===== config.mk =====
export PLATFORM = sky130hd
export DESIGN_NAME = nsc_nvm_startup_ctrl
export DESIGN_NICKNAME = d
export VERILOG_FILES = /design/src/inc/nsc_pkg.sv /design/src/rtl/nsc_pin_filter.sv /design/src/rtl/nsc_nvm_startup_ctrl.sv
export SDC_FILE = /design/constraint.sdc
export NUM_CORES = 1
export LEC_CHECK = 0
export BUFFER_PORTS_ARGS = -buffer_cell sky130_fd_sc_hd__buf_2
export CORE_ASPECT_RATIO = 0.6
export CORE_UTILIZATION = 48
export DETAILED_ROUTE_END_ITERATION = 12
export PLACE_DENSITY = 0.77
export REMOVE_ABC_BUFFERS = 1
export SETUP_SLACK_MARGIN = 0.15
export SLEW_MARGIN = 10
export SYNTH_ARGS = -nofsm -noshare
export SYNTH_HDL_FRONTEND = slang
export SYNTH_SLANG_ARGS = --single-unit

===== constraint.sdc =====
create_clock -name clk_sys -period 1.73 [get_ports clk_sys]
set_input_delay 0.0865 -clock clk_sys [delete_from_list [all_inputs] [get_ports clk_sys]]
set_output_delay 0.0865 -clock clk_sys [all_outputs]
set_load 0.01 [all_outputs]

===== src/inc/nsc_pkg.sv =====
package nsc_pkg;

    // ==================================================
    // register map
    localparam logic [7:0] NSC_REG_PROG_ADDR = 8'h0D;
    localparam logic [7:0] NSC_REG_PROG_WORD = 8'h0E;
    localparam logic [7:0] NSC_REG_STARTUP = 8'h0F;

    // ==================================================
    // reset values
    localparam logic [15:0] NSC_PROG_WORD_RST = 16'h0000;
    localparam logic [5:0] NSC_PROG_ADDR_RST = 6'h00;
    localparam logic [15:0] NSC_STARTUP_RST = 16'h0037;

    // ==================================================
    // startup control field positions
    localparam int NSC_LOCK_LSB = 12;
    localparam int NSC_LOCK_W = 4;
    localparam logic [3:0] NSC_UNLOCK_KEY = 4'h5;
    localparam int NSC_AUTO_DIV_BIT = 8;
    localparam int NSC_BYP_CAL_BIT = 7;
    localparam int NSC_BYP_CFG_BIT = 6;
    localparam int NSC_CAL_MUTE_BIT = 5;
    localparam int NSC_SHIFT_LSB = 3;
    localparam int NSC_SCL_FILT_BIT = 2;
    localparam int NSC_SDA_FILT_BIT = 1;
    localparam int NSC_ACAL_BIT = 0;
    localparam int NSC_PROG_ADDR_W = 6;

    // ==================================================
    // timing
    localparam int NSC_CLK_MHZ = 200;
    localparam int NSC_FILT_TIME_NS = 50;
    localparam int NSC_FILT_CYC =
        (NSC_FILT_TIME_NS * NSC_CLK_MHZ + 999) / 1000;

    // ==================================================
    // startup sequencer states
    typedef enum logic [2:0] {
        NSC_ST_BOOT,
        NSC_ST_IDLE,
        NSC_ST_CONFIG,
        NSC_ST_CAL1,
        NSC_ST_CAL2
    } nsc_state_t;

endpackage


===== src/rtl/nsc_pin_filter.sv =====
`timescale 1ns/1ps

module nsc_pin_filter #(
    parameter int STABLE_CYC = 10
) (
    // clock and reset
    input wire logic clk_sys,
    input wire logic rst_n,
    // pin side
    input wire logic pin_in,
    input wire logic filt_en,
    // filtered level
    output logic pin_out
);

    // ==================================================
    // synchroniser
    logic s1_q, s2_q, s3_q;

    always_ff @(posedge clk_sys or negedge rst_n) begin
        if (!rst_n) begin
            s1_q <= 1'b1;
            s2_q <= 1'b1;
            s3_q <= 1'b1;
        end else begin
            s1_q <= pin_in;
            s2_q <= s1_q;
            s3_q <= s2_q;
        end
    end

    // ==================================================
    // spike suppression
    logic out_q, out_d;
    logic [7:0] cnt_q, cnt_d;
    logic agree;

    assign agree = (s2_q == s3_q);

    always_comb begin
        out_d = out_q;
        cnt_d = 8'h00;
        if (!filt_en) begin
            if (agree) begin
                out_d = s3_q;
            end
        end else if (agree && (s3_q != out_q)) begin
            // level must hold for the whole window before it passes
            if (cnt_q >= 8'(STABLE_CYC - 1)) begin
                out_d = s3_q;
            end else begin
                cnt_d = cnt_q + 8'h01;
            end
        end
    end

    always_ff @(posedge clk_sys or negedge rst_n) begin
        if (!rst_n) begin
            out_q <= 1'b1;
            cnt_q <= 8'h00;
        end else begin
            out_q <= out_d;
            cnt_q <= cnt_d;
        end
    end

    assign pin_out = out_q;

endmodule


===== src/rtl/nsc_nvm_startup_ctrl.sv =====
`timescale 1ns/1ps

// Operation
// data write programs word at set address
// each further write advances address by one
// address write sets start of programming
// lock key 5h enables commit and programming
// locked data writes leave memory unchanged
// auto bit lets sequencer drive feedback divider
// two calibration rounds unless bypass set
// config bypass clears at power-on, honoured later
// mute bit resets 1, mutes during calibration
// calibration reference divided by two^field
// bit 2 enables clock-line glitch filter
// bit 1 enables data-line glitch filter
// bit 0 enables automatic calibration runs
module nsc_nvm_startup_ctrl
    import nsc_pkg::*;
#(
    parameter int NDIV_W = 15,
    parameter int PSFB_W = 2,
    parameter int FILT_CYC = NSC_FILT_CYC
) (
    // clock and reset
    input wire logic clk_sys,
    input wire logic rst_n,
    // register port from the serial host interface
    input wire logic reg_wr_en,
    input wire logic reg_rd_en,
    input wire logic [7:0] reg_addr,
    input wire logic [15:0] reg_wdata,
    output logic [15:0] reg_rdata,
    output logic reg_rd_valid,
    // nonvolatile memory programming
    output logic nvm_prog_stb,
    output logic [5:0] nvm_prog_addr,
    output logic [15:0] nvm_prog_data,
    output logic nvm_commit_enable,
    // startup events
    input wire logic soft_reset_req,
    input wire logic nvm_reload_done,
    input wire logic config_done,
    input wire logic cal_round_done,
    // startup status
    output logic config_run,
    output logic cal_round1_run,
    output logic cal_round2_run,
    output logic cal_active,
    output logic outputs_mute,
    output logic [1:0] cal_ref_div_log2,
    output logic [3:0] cal_ref_div_ratio,
    // feedback divider
    input wire logic [NDIV_W-1:0] sw_fb_ndiv,
    input wire logic [PSFB_W-1:0] sw_fb_psfb,
    input wire logic [NDIV_W-1:0] seq_fb_ndiv,
    input wire logic [PSFB_W-1:0] seq_fb_psfb,
    output logic [NDIV_W-1:0] fb_ndiv,
    output logic [PSFB_W-1:0] fb_psfb,
    output logic fb_from_seq,
    // serial pins
    input wire logic scl_pin,
    input wire logic sda_pin,
    output logic scl_filtered,
    output logic sda_filtered
);

    // ==================================================
    // register file
    logic [15:0] startup_q, startup_d;
    logic [15:0] word_q, word_d;
    logic [5:0] paddr_q, paddr_d;
    logic prog_stb_q, prog_stb_d;
    logic [5:0] prog_addr_q, prog_addr_d;
    logic [15:0] prog_data_q, prog_data_d;
    logic [15:0] rdata_q, rdata_d;
    logic rd_valid_q, rd_valid_d;
    logic unlocked;

    // unlock key check
    // key compare
    assign unlocked =
        startup_q[NSC_LOCK_LSB +: NSC_LOCK_W] == NSC_UNLOCK_KEY;

    always_comb begin
        startup_d = startup_q;
        word_d = word_q;
        paddr_d = paddr_q;
        prog_stb_d = 1'b0;
        prog_addr_d = prog_addr_q;
        prog_data_d = prog_data_q;
        rd_valid_d = reg_rd_en;
        rdata_d = rdata_q;
        if (reg_wr_en) begin
            case (reg_addr)
                NSC_REG_PROG_ADDR: begin
                    // start location
                    paddr_d = reg_wdata[NSC_PROG_ADDR_W-1:0];
                end
                NSC_REG_PROG_WORD: begin
                    word_d = reg_wdata;
                    // locked, no program
                    if (unlocked) begin
                        // program word
                        prog_stb_d = 1'b1;
                        prog_addr_d = paddr_q;
                        prog_data_d = reg_wdata;
                        // advance address
                        paddr_d = paddr_q + 6'h01;
                    end
                end
                NSC_REG_STARTUP: begin
                    startup_d = reg_wdata;
                end
                default: begin
                    startup_d = startup_q;
                end
            endcase
        end
        if (reg_rd_en) begin
            case (reg_addr)
                NSC_REG_PROG_ADDR: rdata_d = {10'h000, paddr_q};
                NSC_REG_PROG_WORD: rdata_d = word_q;
                NSC_REG_STARTUP: rdata_d = startup_q;
                default: rdata_d = 16'h0000;
            endcase
        end
    end

    // power-on reset clears config bypass; soft reset does not touch it
    // power-on clear
    always_ff @(posedge clk_sys or negedge rst_n) begin
        if (!rst_n) begin
            startup_q <= NSC_STARTUP_RST;
            word_q <= NSC_PROG_WORD_RST;
            paddr_q <= NSC_PROG_ADDR_RST;
            prog_stb_q <= 1'b0;
            prog_addr_q <= NSC_PROG_ADDR_RST;
            prog_data_q <= NSC_PROG_WORD_RST;
            rdata_q <= 16'h0000;
            rd_valid_q <= 1'b0;
        end else begin
            startup_q <= startup_d;
            word_q <= word_d;
            paddr_q <= paddr_d;
            prog_stb_q <= prog_stb_d;
            prog_addr_q <= prog_addr_d;
            prog_data_q <= prog_data_d;
            rdata_q <= rdata_d;
            rd_valid_q <= rd_valid_d;
        end
    end

    assign reg_rdata = rdata_q;
    assign reg_rd_valid = rd_valid_q;
    assign nvm_prog_stb = prog_stb_q;
    assign nvm_prog_addr = prog_addr_q;
    assign nvm_prog_data = prog_data_q;
    // commit gate
    assign nvm_commit_enable = unlocked;

    // ==================================================
    // startup sequencer
    nsc_state_t state_q, state_d;
    logic byp_cal, byp_cfg, acal_en;
    nsc_state_t cal_entry;

    assign byp_cal = startup_q[NSC_BYP_CAL_BIT];
    assign byp_cfg = startup_q[NSC_BYP_CFG_BIT];
    assign acal_en = startup_q[NSC_ACAL_BIT];

    // auto calibration gate
    // bypass skips both rounds
    assign cal_entry = (acal_en && !byp_cal) ? NSC_ST_CAL1 : NSC_ST_IDLE;

    always_comb begin
        state_d = state_q;
        case (state_q)
            NSC_ST_BOOT: begin
                // power-up always configures; bypass is clear here
                state_d = NSC_ST_CONFIG;
            end
            NSC_ST_IDLE: begin
                if (nvm_reload_done) begin
                    state_d = cal_entry;
                end
            end
            NSC_ST_CONFIG: begin
                if (config_done) begin
                    state_d = cal_entry;
                end
            end
            NSC_ST_CAL1: begin
                // first then second
                if (cal_round_done) begin
                    state_d = NSC_ST_CAL2;
                end
            end
            NSC_ST_CAL2: begin
                if (cal_round_done) begin
                    state_d = NSC_ST_IDLE;
                end
            end
            default: begin
                state_d = NSC_ST_IDLE;
            end
        endcase
        // soft reset restarts the sequence from any state except NSC_ST_BOOT
        if (soft_reset_req && state_q != NSC_ST_BOOT) begin
            // skip configuration
            state_d = byp_cfg ? cal_entry : NSC_ST_CONFIG;
        end
    end

    always_ff @(posedge clk_sys or negedge rst_n) begin
        if (!rst_n) begin
            state_q <= NSC_ST_BOOT;
        end else begin
            state_q <= state_d;
        end
    end

    assign config_run = (state_q == NSC_ST_CONFIG);
    assign cal_round1_run = (state_q == NSC_ST_CAL1);
    assign cal_round2_run = (state_q == NSC_ST_CAL2);
    assign cal_active = cal_round1_run | cal_round2_run;
    // mute while calibrating
    assign outputs_mute = cal_active & startup_q[NSC_CAL_MUTE_BIT];
    // reference divide
    assign cal_ref_div_log2 = startup_q[NSC_SHIFT_LSB +: 2];
    assign cal_ref_div_ratio = 4'h1 << cal_ref_div_log2;

    // ==================================================
    // feedback divider selection
    logic [NDIV_W-1:0] ndiv_q, ndiv_d;
    logic [PSFB_W-1:0] psfb_q, psfb_d;
    logic from_seq_q, from_seq_d;

    always_comb begin
        // sequencer owns divider
        from_seq_d = startup_q[NSC_AUTO_DIV_BIT] & cal_active;
        ndiv_d = from_seq_d ? seq_fb_ndiv : sw_fb_ndiv;
        psfb_d = from_seq_d ? seq_fb_psfb : sw_fb_psfb;
    end

    always_ff @(posedge clk_sys or negedge rst_n) begin
        if (!rst_n) begin
            ndiv_q <= '0;
            psfb_q <= '0;
            from_seq_q <= 1'b0;
        end else begin
            ndiv_q <= ndiv_d;
            psfb_q <= psfb_d;
            from_seq_q <= from_seq_d;
        end
    end

    assign fb_ndiv = ndiv_q;
    assign fb_psfb = psfb_q;
    assign fb_from_seq = from_seq_q;

    // ==================================================
    // serial pin glitch filters
    // clock-line filter
    nsc_pin_filter #(
        .STABLE_CYC(FILT_CYC)
    ) u_scl_filt (
        .clk_sys(clk_sys),
        .rst_n(rst_n),
        .pin_in(scl_pin),
        .filt_en(startup_q[NSC_SCL_FILT_BIT]),
        .pin_out(scl_filtered)
    );

    // data-line filter
    nsc_pin_filter #(
        .STABLE_CYC(FILT_CYC)
    ) u_sda_filt (
        .clk_sys(clk_sys),
        .rst_n(rst_n),
        .pin_in(sda_pin),
        .filt_en(startup_q[NSC_SDA_FILT_BIT]),
        .pin_out(sda_filtered)
    );

endmodule


# Word-level counts from Yosys, hierarchy flattened
# Index checks and enable logic that the tools add are counted.
# totals
input_bits,68
regBits,123
wordCells,99
out_inout_bits,72
# classes
reduce_logical,17
shifts,1
n_eq_ne,21
n_lt_le_gt_ge,2
mux,30
bitwise,3
add_sub_neg,3
# op_table
cell,count
$mux W8,6
$pmux W16 S3,1
$eq A8 B4 Y1 const B,3
$add A8 B1 Y8 const B,2
$ge A8 B4 Y1 const B,2
$mux W15,1
$mux W3,5
$pmux W3 S5,1
$pmux W6 S2,1
$reduce_and A3 Y1,4
$mux W1,11
$ne A3 B2 Y1 const B,3
$ne A2 B1 Y1 const B,4
$add A6 B1 Y6 const B,1
$eq A3 B2 Y1 const B,2
$mux W2,3
$mux W6,1
$reduce_bool A2 Y1,3
$eq A4 B3 Y1 const B,1
$logic_and A1 B1 Y1,4
$reduce_and A2 Y1,2
$reduce_and A4 Y1,1
$shl A1 B2 Y4 const A,1
$eq A3 B1 Y1 const B,1
10 further kinds,13

# Logic depth before layout (Yosys ltp)
# Gate-level depths: netlist (run 1).
# depth
word_depth,6
ltp_mapped,6
mapped_depth_nobuf,6

# Hierarchy
# Synthesis (run 1) repeated with hierarchy kept, for this count alone.
# hier_totals
cells_unflattened,391
area_unflattened_um2,5278.8
# modules_own_cells
mod,area_each_um2,seq_area_each_um2,instances,cells_each
nsc_nvm_startup_ctrl,4277.9,2483.6,1,319
nsc_pin_filter,500.5,305.3,2,36

# Worst setup path after synthesis (run 1)
# Ideal clock, no wire load.
# synth_timing
path_kind,register to register
start,register state_q[1]
end,"register ndiv_q[10], in the netlist fb_ndiv[10]"
path_buffers,2
t_required_ns,1.605
setup_slack_ns,0.029
arrival_time_ns,1.576
stages_incl_launch_ff,7
synth_period_minus_slack_ns,1.701
setup_time_ns,0.125
path_cell_list,dfrtp_1 > buf_2 > and3b_1 > or2_4 > nand2_4 > buf_6 > mux2_2
# synth_via
elab_chain_cells,4
word_cells_on_any_way,5
cone_classes,eq/ne (2); mux (1); bitwise (2)
# synth_rtl
item,line_no,rtl
from (decl),nsc_nvm_startup_ctrl.sv:163,"nsc_state_t state_q, state_d;"
from (signal assigned),nsc_nvm_startup_ctrl.sv:218,state_q <= state_d;
$eq A3 B2 Y1,nsc_nvm_startup_ctrl.sv:223,assign cal_round1_run = (state_q == NSC_ST_CAL1);
via cal_round1_run,nsc_nvm_startup_ctrl.sv:46,"output logic cal_round1_run,"
$or A1 B1 Y1,nsc_nvm_startup_ctrl.sv:225,assign cal_active = cal_round1_run | cal_round2_run;
via cal_active,nsc_nvm_startup_ctrl.sv:48,"output logic cal_active,"
$and A1 B1 Y1,nsc_nvm_startup_ctrl.sv:240,from_seq_d = startup_q[NSC_AUTO_DIV_BIT] & cal_active;
$mux W15,nsc_nvm_startup_ctrl.sv:241,ndiv_d = from_seq_d ? seq_fb_ndiv : sw_fb_ndiv;
via ndiv_d[10],nsc_nvm_startup_ctrl.sv:234,"logic [NDIV_W-1:0] ndiv_q, ndiv_d;"
to (signal assigned),nsc_nvm_startup_ctrl.sv:251,ndiv_q <= ndiv_d;
to (decl),nsc_nvm_startup_ctrl.sv:234,
# The timed path passes the listed nets, and every way through them passes these cells.
# A chain may end at the register's enable or synchronous reset.

# Final worst setup path (run 1)
# layout_timing
start,register state_q[1]
end,output outputs_mute
# layout_via
elab_chain_cells,3
word_cells_on_any_way,4
cone_classes,eq/ne (2); bitwise (2)
# layout_rtl
item,line_no,rtl
$eq A3 B2 Y1 / $eq A3 B3 Y1 (equally long branches),"nsc_nvm_startup_ctrl.sv:223, nsc_nvm_startup_ctrl.sv:224",
$or A1 B1 Y1 *,nsc_nvm_startup_ctrl.sv:225,
$and A1 B1 Y1 *,nsc_nvm_startup_ctrl.sv:227,assign outputs_mute = cal_active & startup_q[NSC_CAL_MUTE_BIT];
to (decl),nsc_nvm_startup_ctrl.sv:49,"output logic outputs_mute,"
# Mark *: on every way between the ends. The rest lies on a longest branch, timed or not.

==> metrics, run 1 <==
Distinct cells, synth=53; Slew Viols, Final=0; P per Cell Area=960 mW/mm^2; post-synthesis xor/xnor area fraction=0.00661; num rows=29; post-route antenna net violation count=0; first-pass GRT wire length=21500 um; grt ovf=0; Main synth FF type=dfrtp_1; Cells after Synth=396; worst hold-check path type=input port to async pin; register area share after synthesis=0.584; Finished Layout Cells=788; Util after Layout=0.717; # fillers=705; largest net degree at the start of global routing=59; P_leak=3.79 nW; core area=0.0107 mm^2; most frequent cells in the layout=buf_2, dfrtp_1, mux2_2, dlygate4sd3_1, buf_4; final setup TNS=0 ns; hold slack=0.177 ns; Iteration-0 DRC Markers=194; EDFF count, synth=0; vias in the first global route=4193; Hold Vio Cnt, Final=0; worst vdd ir=0.675 mV; Via density=5.22; Root Buffer=clkbuf_16; Synth Area in Simple Gates=0.0812; mapped cell area=0.00530 mm^2; Antenna diodes=0; maximum fanout along the worst path=3; # DRC=0; crit-path max cell delay=0.40 ns; initial core utilization=0.497; Clock Skew=0.00933 ns; Worst Setup Start Kind=register; die height=83.4 um; max_slew headroom=0.515; Final Net Count=711; WP buf/inv=1; area added between synthesis and finish=44.3%; WP data required=1.64 ns; die width=138 um; Routed wire per std cell=17.6 um; outcome=complete, no violations; dpl cells=690; Tcrit/Tclk final=0.966; clk slew on worst S/H paths=0.06 ns; DP HPWL=8600 um; DRT Wirelength=13900 um; async set-or-reset flop fraction in the synthesized netlist=1.00; syn avg cell area=13.4 um^2; clk sink count=123; Yosys warning total=0; Top Ports=140; synthesis-stage register bit count=123; maximum buffer depth of the clock tree=2; GRT Total Usage=0.252; Worst-Margin Slew=0.728 ns; number of antenna violations at the first check in global routing=0; share of layout cells above drive strength 1=0.507; Worst-Skew Late Latency=0.41 ns; complex-gate fraction of the synthesized area=0.0663; largest family of logic cells by synthesized area=multiplexers; full die area=0.0115 mm^2; mux cell area share after synthesis=0.203; Synth Area in Adders=0.0165; maximum clock rate=598 MHz; critical path's top delay family=simple AND/OR/NAND/NOR gates; Critical Path AT=1.59 ns; GPL Wtd Cong=0.779; Tmin final=1.67 ns; Max Cap Viol=0; DRT Pass-1 Iters=5; Port Buffers=139; crit end category=output port; unrepaired setup endpoints after global routing=yes; CTS tree=yes; Setup CP Type=register to output port; total number of vias=4112; setup violators final=0; CTS buffer count=17; CP max-delay cell=dfrtp_1; H-tree Lvls=4; most common cell after layout, fill and taps aside=buf_2; worst-path cell chain=and3b_2, or2_4, and2_4, buf_6
-- through the flow --
stage	instance area, um^2	power, mW	setup WS [ns]
4_1_cts	7560	7.33	0.0931
5_1_grt	7650	7.62	0.0297
6_report	7650	7.35	0.0582
2_1_floorplan	5200	3.49	-0.0459
3_5_place_dp	6310	3.87	-0.0630
3_3_place_gp	6310	3.83	0.0653
-- worst register-to-register path, cell delays in order (launching register included) --
cell and delay [ns]:
dfrtp_1 0.40, and3b_2 0.24, or2_4 0.27, nand2_4 0.23, mux2_2 0.39
-- repair_timing --
action | 4_1_cts | 5_1_grt
resized for setup | 20 | 13
cloned | 0 | 0
hold endpoints to repair | 101 | 0
pin swaps | 9 | 9
hold buffers | 56 | 0
setup buffers | 8 | 2
setup endpoints to repair | 21 | 36
-- path summary, 6_finish.rpt --
check	start	to	slack (ns)	depth (start not counted)
setup / recovery	state_q[1]	outputs_mute	0.06	4
min in group clk_sys	config_done	state_q[1]	0.18	4
hold / removal	rst_n	u_sda_filt.cnt_q[3]	0.18	2
setup reg to reg	state_q[1]	fb_ndiv[1]	0.08	4
max in group asynchronous	rst_n	startup_q[2]	0.84	3
hold reg to reg	u_sda_filt.s1_q	u_sda_filt.s2_q	0.35	0
-- layout make-up --
cell class / instances / area, um^2 / area share
sequential: 123 / 3090 / 0.404
tap: 139 / 174 / 0.0227
clock buffer: 25 / 485 / 0.0634
timing repair buffer: 233 / 1580 / 0.207
multi-input combinational: 235 / 2150 / 0.281
inverter: 26 / 97.6 / 0.0128
clock inverter: 7 / 67.6 / 0.00883
-- registers in the layout, summed over array words and instances, names as in the netlist, 3 cells and up --
register and count:
state_q 3, fb_ndiv 15, u_scl_filt.cnt_q 8, nvm_prog_data 16, word_q 16, u_sda_filt.cnt_q 8, nvm_prog_addr 6, paddr_q 6
startup_q 16, reg_rdata 16
-- cells in the mapped netlist, types with 4 or more instances --
cell,n,area [um^2]
nand2_1,7,26.3
a2bb2oi_1,4,35.0
inv_1,26,97.6
o21ai_0,4,20.0
mux2i_1,15,150
dfstp_2,13,342
dfrtp_1,110,2750
a21oi_1,7,35.0
ha_1,7,87.6
nand3_1,7,35.0
nor2b_1,5,31.3
mux2_4,10,150
o22ai_1,19,119
buf_2,7,35.0
nor2_1,18,67.6
a22oi_1,6,45.0
mux2_2,69,777
-- cells by family (layout without fill, tap and decap cells) --
| logic type | Yosys count | count (layout) |
|---|---|---|
| AO/OA/AOI/OAI | 53 | 53 |
| XOR/XNOR | 4 | 4 |
| adder cells (fa/ha/maj) | 7 | 7 |
| buffers and inverters | 45 | 291 |
| flip-flops | 123 | 123 |
| multiplexers | 94 | 94 |
| other | 1 | 8 |
| AND/OR/NAND/NOR | 69 | 69 |
-- layer usage --
metal	GRT usage	vias to the layer above	share of wire
li1	-	1880	-
met5	0	-	0
met1	0.314	2028	0.43
met4	0.0949	0	0.011
met3	0.0641	20	0.066
met2	0.420	184	0.50
-- report_power, final --
part,total (mW),switching (mW),internal (mW)
registers,3.10,0.0901,3.01
logic,0.950,0.456,0.494
clock network,3.30,1.21,2.08
(Power assumes the default switching activity.)
==> inputs of run 2 (changes only) <==
--- a/config.mk
+++ b/config.mk
@@ -7,9 +7,9 @@
 export LEC_CHECK = 0
 export BUFFER_PORTS_ARGS = -buffer_cell sky130_fd_sc_hd__buf_2
 export CORE_ASPECT_RATIO = 0.6
-export CORE_UTILIZATION = 48
+export CORE_UTILIZATION = 35
 export DETAILED_ROUTE_END_ITERATION = 12
-export PLACE_DENSITY = 0.77
+export PLACE_DENSITY = 0.61
 export REMOVE_ABC_BUFFERS = 1
 export SETUP_SLACK_MARGIN = 0.15
 export SLEW_MARGIN = 10
==> metrics, run 2 (synthesis gave the netlist of run 1 again) <==
initial core utilization=0.362 (was 0.497); Final Net Count=706 (was 711); maximum fanout along the worst path=8 (was 3); die width=161 um (was 138 um); Max Cap Viol=0 (unchanged); Slew Viols, Final=0 (unchanged); hold path endpoint=nvm_prog_data[3]; Util after Layout=0.532 (was 0.717); R2R Path End=u_scl_filt.pin_out (was fb_ndiv[1]); clk sink count=123 (unchanged); Iteration-0 DRC Markers=225 (was 194); Worst-Skew Late Latency=0.41 ns (about the same); Top Ports=140 (unchanged); grt ovf=0 (unchanged); crit end category=output port (unchanged); Tcrit/Tclk final=0.954 (was 0.966); hold slack=0.0295 ns (was 0.177 ns); Setup CP Type=register to output port (unchanged); dpl cells=748 (was 690); WP data required=1.64 ns (about the same); CTS tree=yes (unchanged); largest net degree at the start of global routing=64 (was 59); Clock Skew=0.00873 ns (was 0.00933 ns); CTS buffer count=17 (unchanged); outcome=complete, no violations (unchanged); most common cell after layout, fill and taps aside=buf_2 (unchanged); crit path launch=state_q[1] (unchanged); final setup TNS=0 ns (unchanged); crit-path max cell delay=0.38 ns (was 0.40 ns); worst-path cell chain=buf_4, nor3b_4, or2_4, and2_1, buf_2 (was and3b_2, or2_4, and2_4, buf_6); Finished Layout Cells=844 (was 788); Tmin final=1.65 ns (was 1.67 ns); area added between synthesis and finish=46.8% (was 44.3%); H-tree Lvls=4 (unchanged); num rows=34 (was 29); maximum buffer depth of the clock tree=2 (unchanged); post-route cell area=0.00778 mm^2 (was 0.00765 mm^2); die height=97.3 um (was 83.4 um); P_leak=3.81 nW (was 3.79 nW); worst hold-check path type=input port to register (was input port to async pin); DRT Wirelength=13800 um (was 13900 um); final worst slack=0.0796 ns (was 0.0582 ns); Worst Setup Start Kind=register (unchanged); number of antenna violations at the first check in global routing=2 (was 0); r2r worst-path depth=7 (was 4); core area=0.0146 mm^2 (was 0.0107 mm^2); post-route antenna net violation count=0 (unchanged); setup violators final=0 (unchanged); share of layout cells above drive strength 1=0.514 (was 0.507); Via density=4.78 (was 5.22); most frequent cells in the layout=buf_2, dfrtp_1, mux2_2, dlygate4sd3_1, buf_4 (unchanged); Hold Vio Cnt, Final=0 (unchanged); Reg-to-Reg Start=u_scl_filt.cnt_q[0] (was state_q[1]); unrepaired setup endpoints after global routing=yes (unchanged); Root Buffer=clkbuf_16 (unchanged); clk slew on worst S/H paths=0.05 ns (was 0.06 ns); Place WS=-0.0252 ns (was -0.0630 ns); vias in the first global route=4387 (was 4193); maximum clock rate=606 MHz (was 598 MHz); first-pass GRT wire length=22200 um (was 21500 um); r2r setup slk=0.10 ns (was 0.08 ns); Critical Path AT=1.56 ns (was 1.59 ns); total number of vias=4033 (was 4112); Routed wire per std cell=16.3 um (was 17.6 um); Final Power=7.80 mW (was 7.35 mW); DP HPWL=9070 um (was 8600 um); CP max-delay cell=dfrtp_1 (unchanged); Worst Min Path Start=reg_wdata[3]; worst vdd ir=0.652 mV (was 0.675 mV); Port Buffers=139 (unchanged); P per Cell Area=1000 mW/mm^2 (was 960 mW/mm^2); hold depth=2; GRT Total Usage=0.186 (was 0.252); full die area=0.0157 mm^2 (was 0.0115 mm^2); dpl cell area=0.00639 mm^2 (was 0.00631 mm^2); DRT Pass-1 Iters=4 (was 5); GPL Wtd Cong=0.829 (was 0.779); # DRC=0 (unchanged)
run 2: changes by cell type in the layout (fill, tap and decap cells not counted), moves of 2 or more:
cell / before / now
inv_2: 1 / 4
bufinv_16: 1 / 4
ha_1: 5 / 3
clkbuf_1: 5 / 1
a221oi_1: 0 / 3
a2bb2oi_2: 2 / 0
dlygate4sd3_1: 56 / 54
diode_2: 0 / 2
a2bb2oi_1: 2 / 4
ha_4: 0 / 2
inv_1: 25 / 22
a221oi_2: 2 / 0
buf_4: 35 / 29
run 2: layout make-up:
class                      instances  area [um^2]
clock inverter                    11          166
antenna                            2         5.00
clock buffer                      21          470
tap                              198          248
fill                            1230         6850
multi-input combinational        235         2150
timing repair buffer             228         1560
inverter                          26         97.6
sequential                       123         3090
run 2: worst max path at each step:
stage | end | slack [ns] | depth (start not counted)
after detailed placement | u_sda_filt.cnt_q[2] | -0.03 | 6
after global routing | outputs_mute | -0.002 | 5
final | outputs_mute | 0.08 | 5
after global placement | u_scl_filt.pin_out | 0.06 | 7
after CTS | outputs_mute | 0.09 | 5
after floorplan | startup_q[3] | -0.05 | 4
run 2: worst max-delay path: cells and delay by family, from the launching register on:
kind,cells,cell delay [ns]
buf+inv,2,0.31
flops,1,0.38
simple gates,3,0.48
run 2: per-layer routing:
metal / track usage / routed length [um] / share of wire
met2: 0.304 / 6670 / 0.48
met5: 0 / 0 / 0
met1: 0.230 / 6050 / 0.44
met3: 0.0521 / 818 / 0.059
met4: 0.0842 / 252 / 0.018
run 2: power breakdown:
group | leakage (nW) | internal [mW] | switching (mW)
clock | 0.305 | 2.52 | 1.25
sequential | 1.60 | 3.01 | 0.0777
combinational | 1.91 | 0.489 | 0.461
total | 3.81 | 6.02 | 1.79
run 2: repair_timing:
item,in CTS,in global routing
setup endpoints to repair,32,48
gates resized for setup,16,21
hold buffers,54,0
endpoints found under the hold margin,177,0
buffers inserted,7,1
pin swaps,8,11
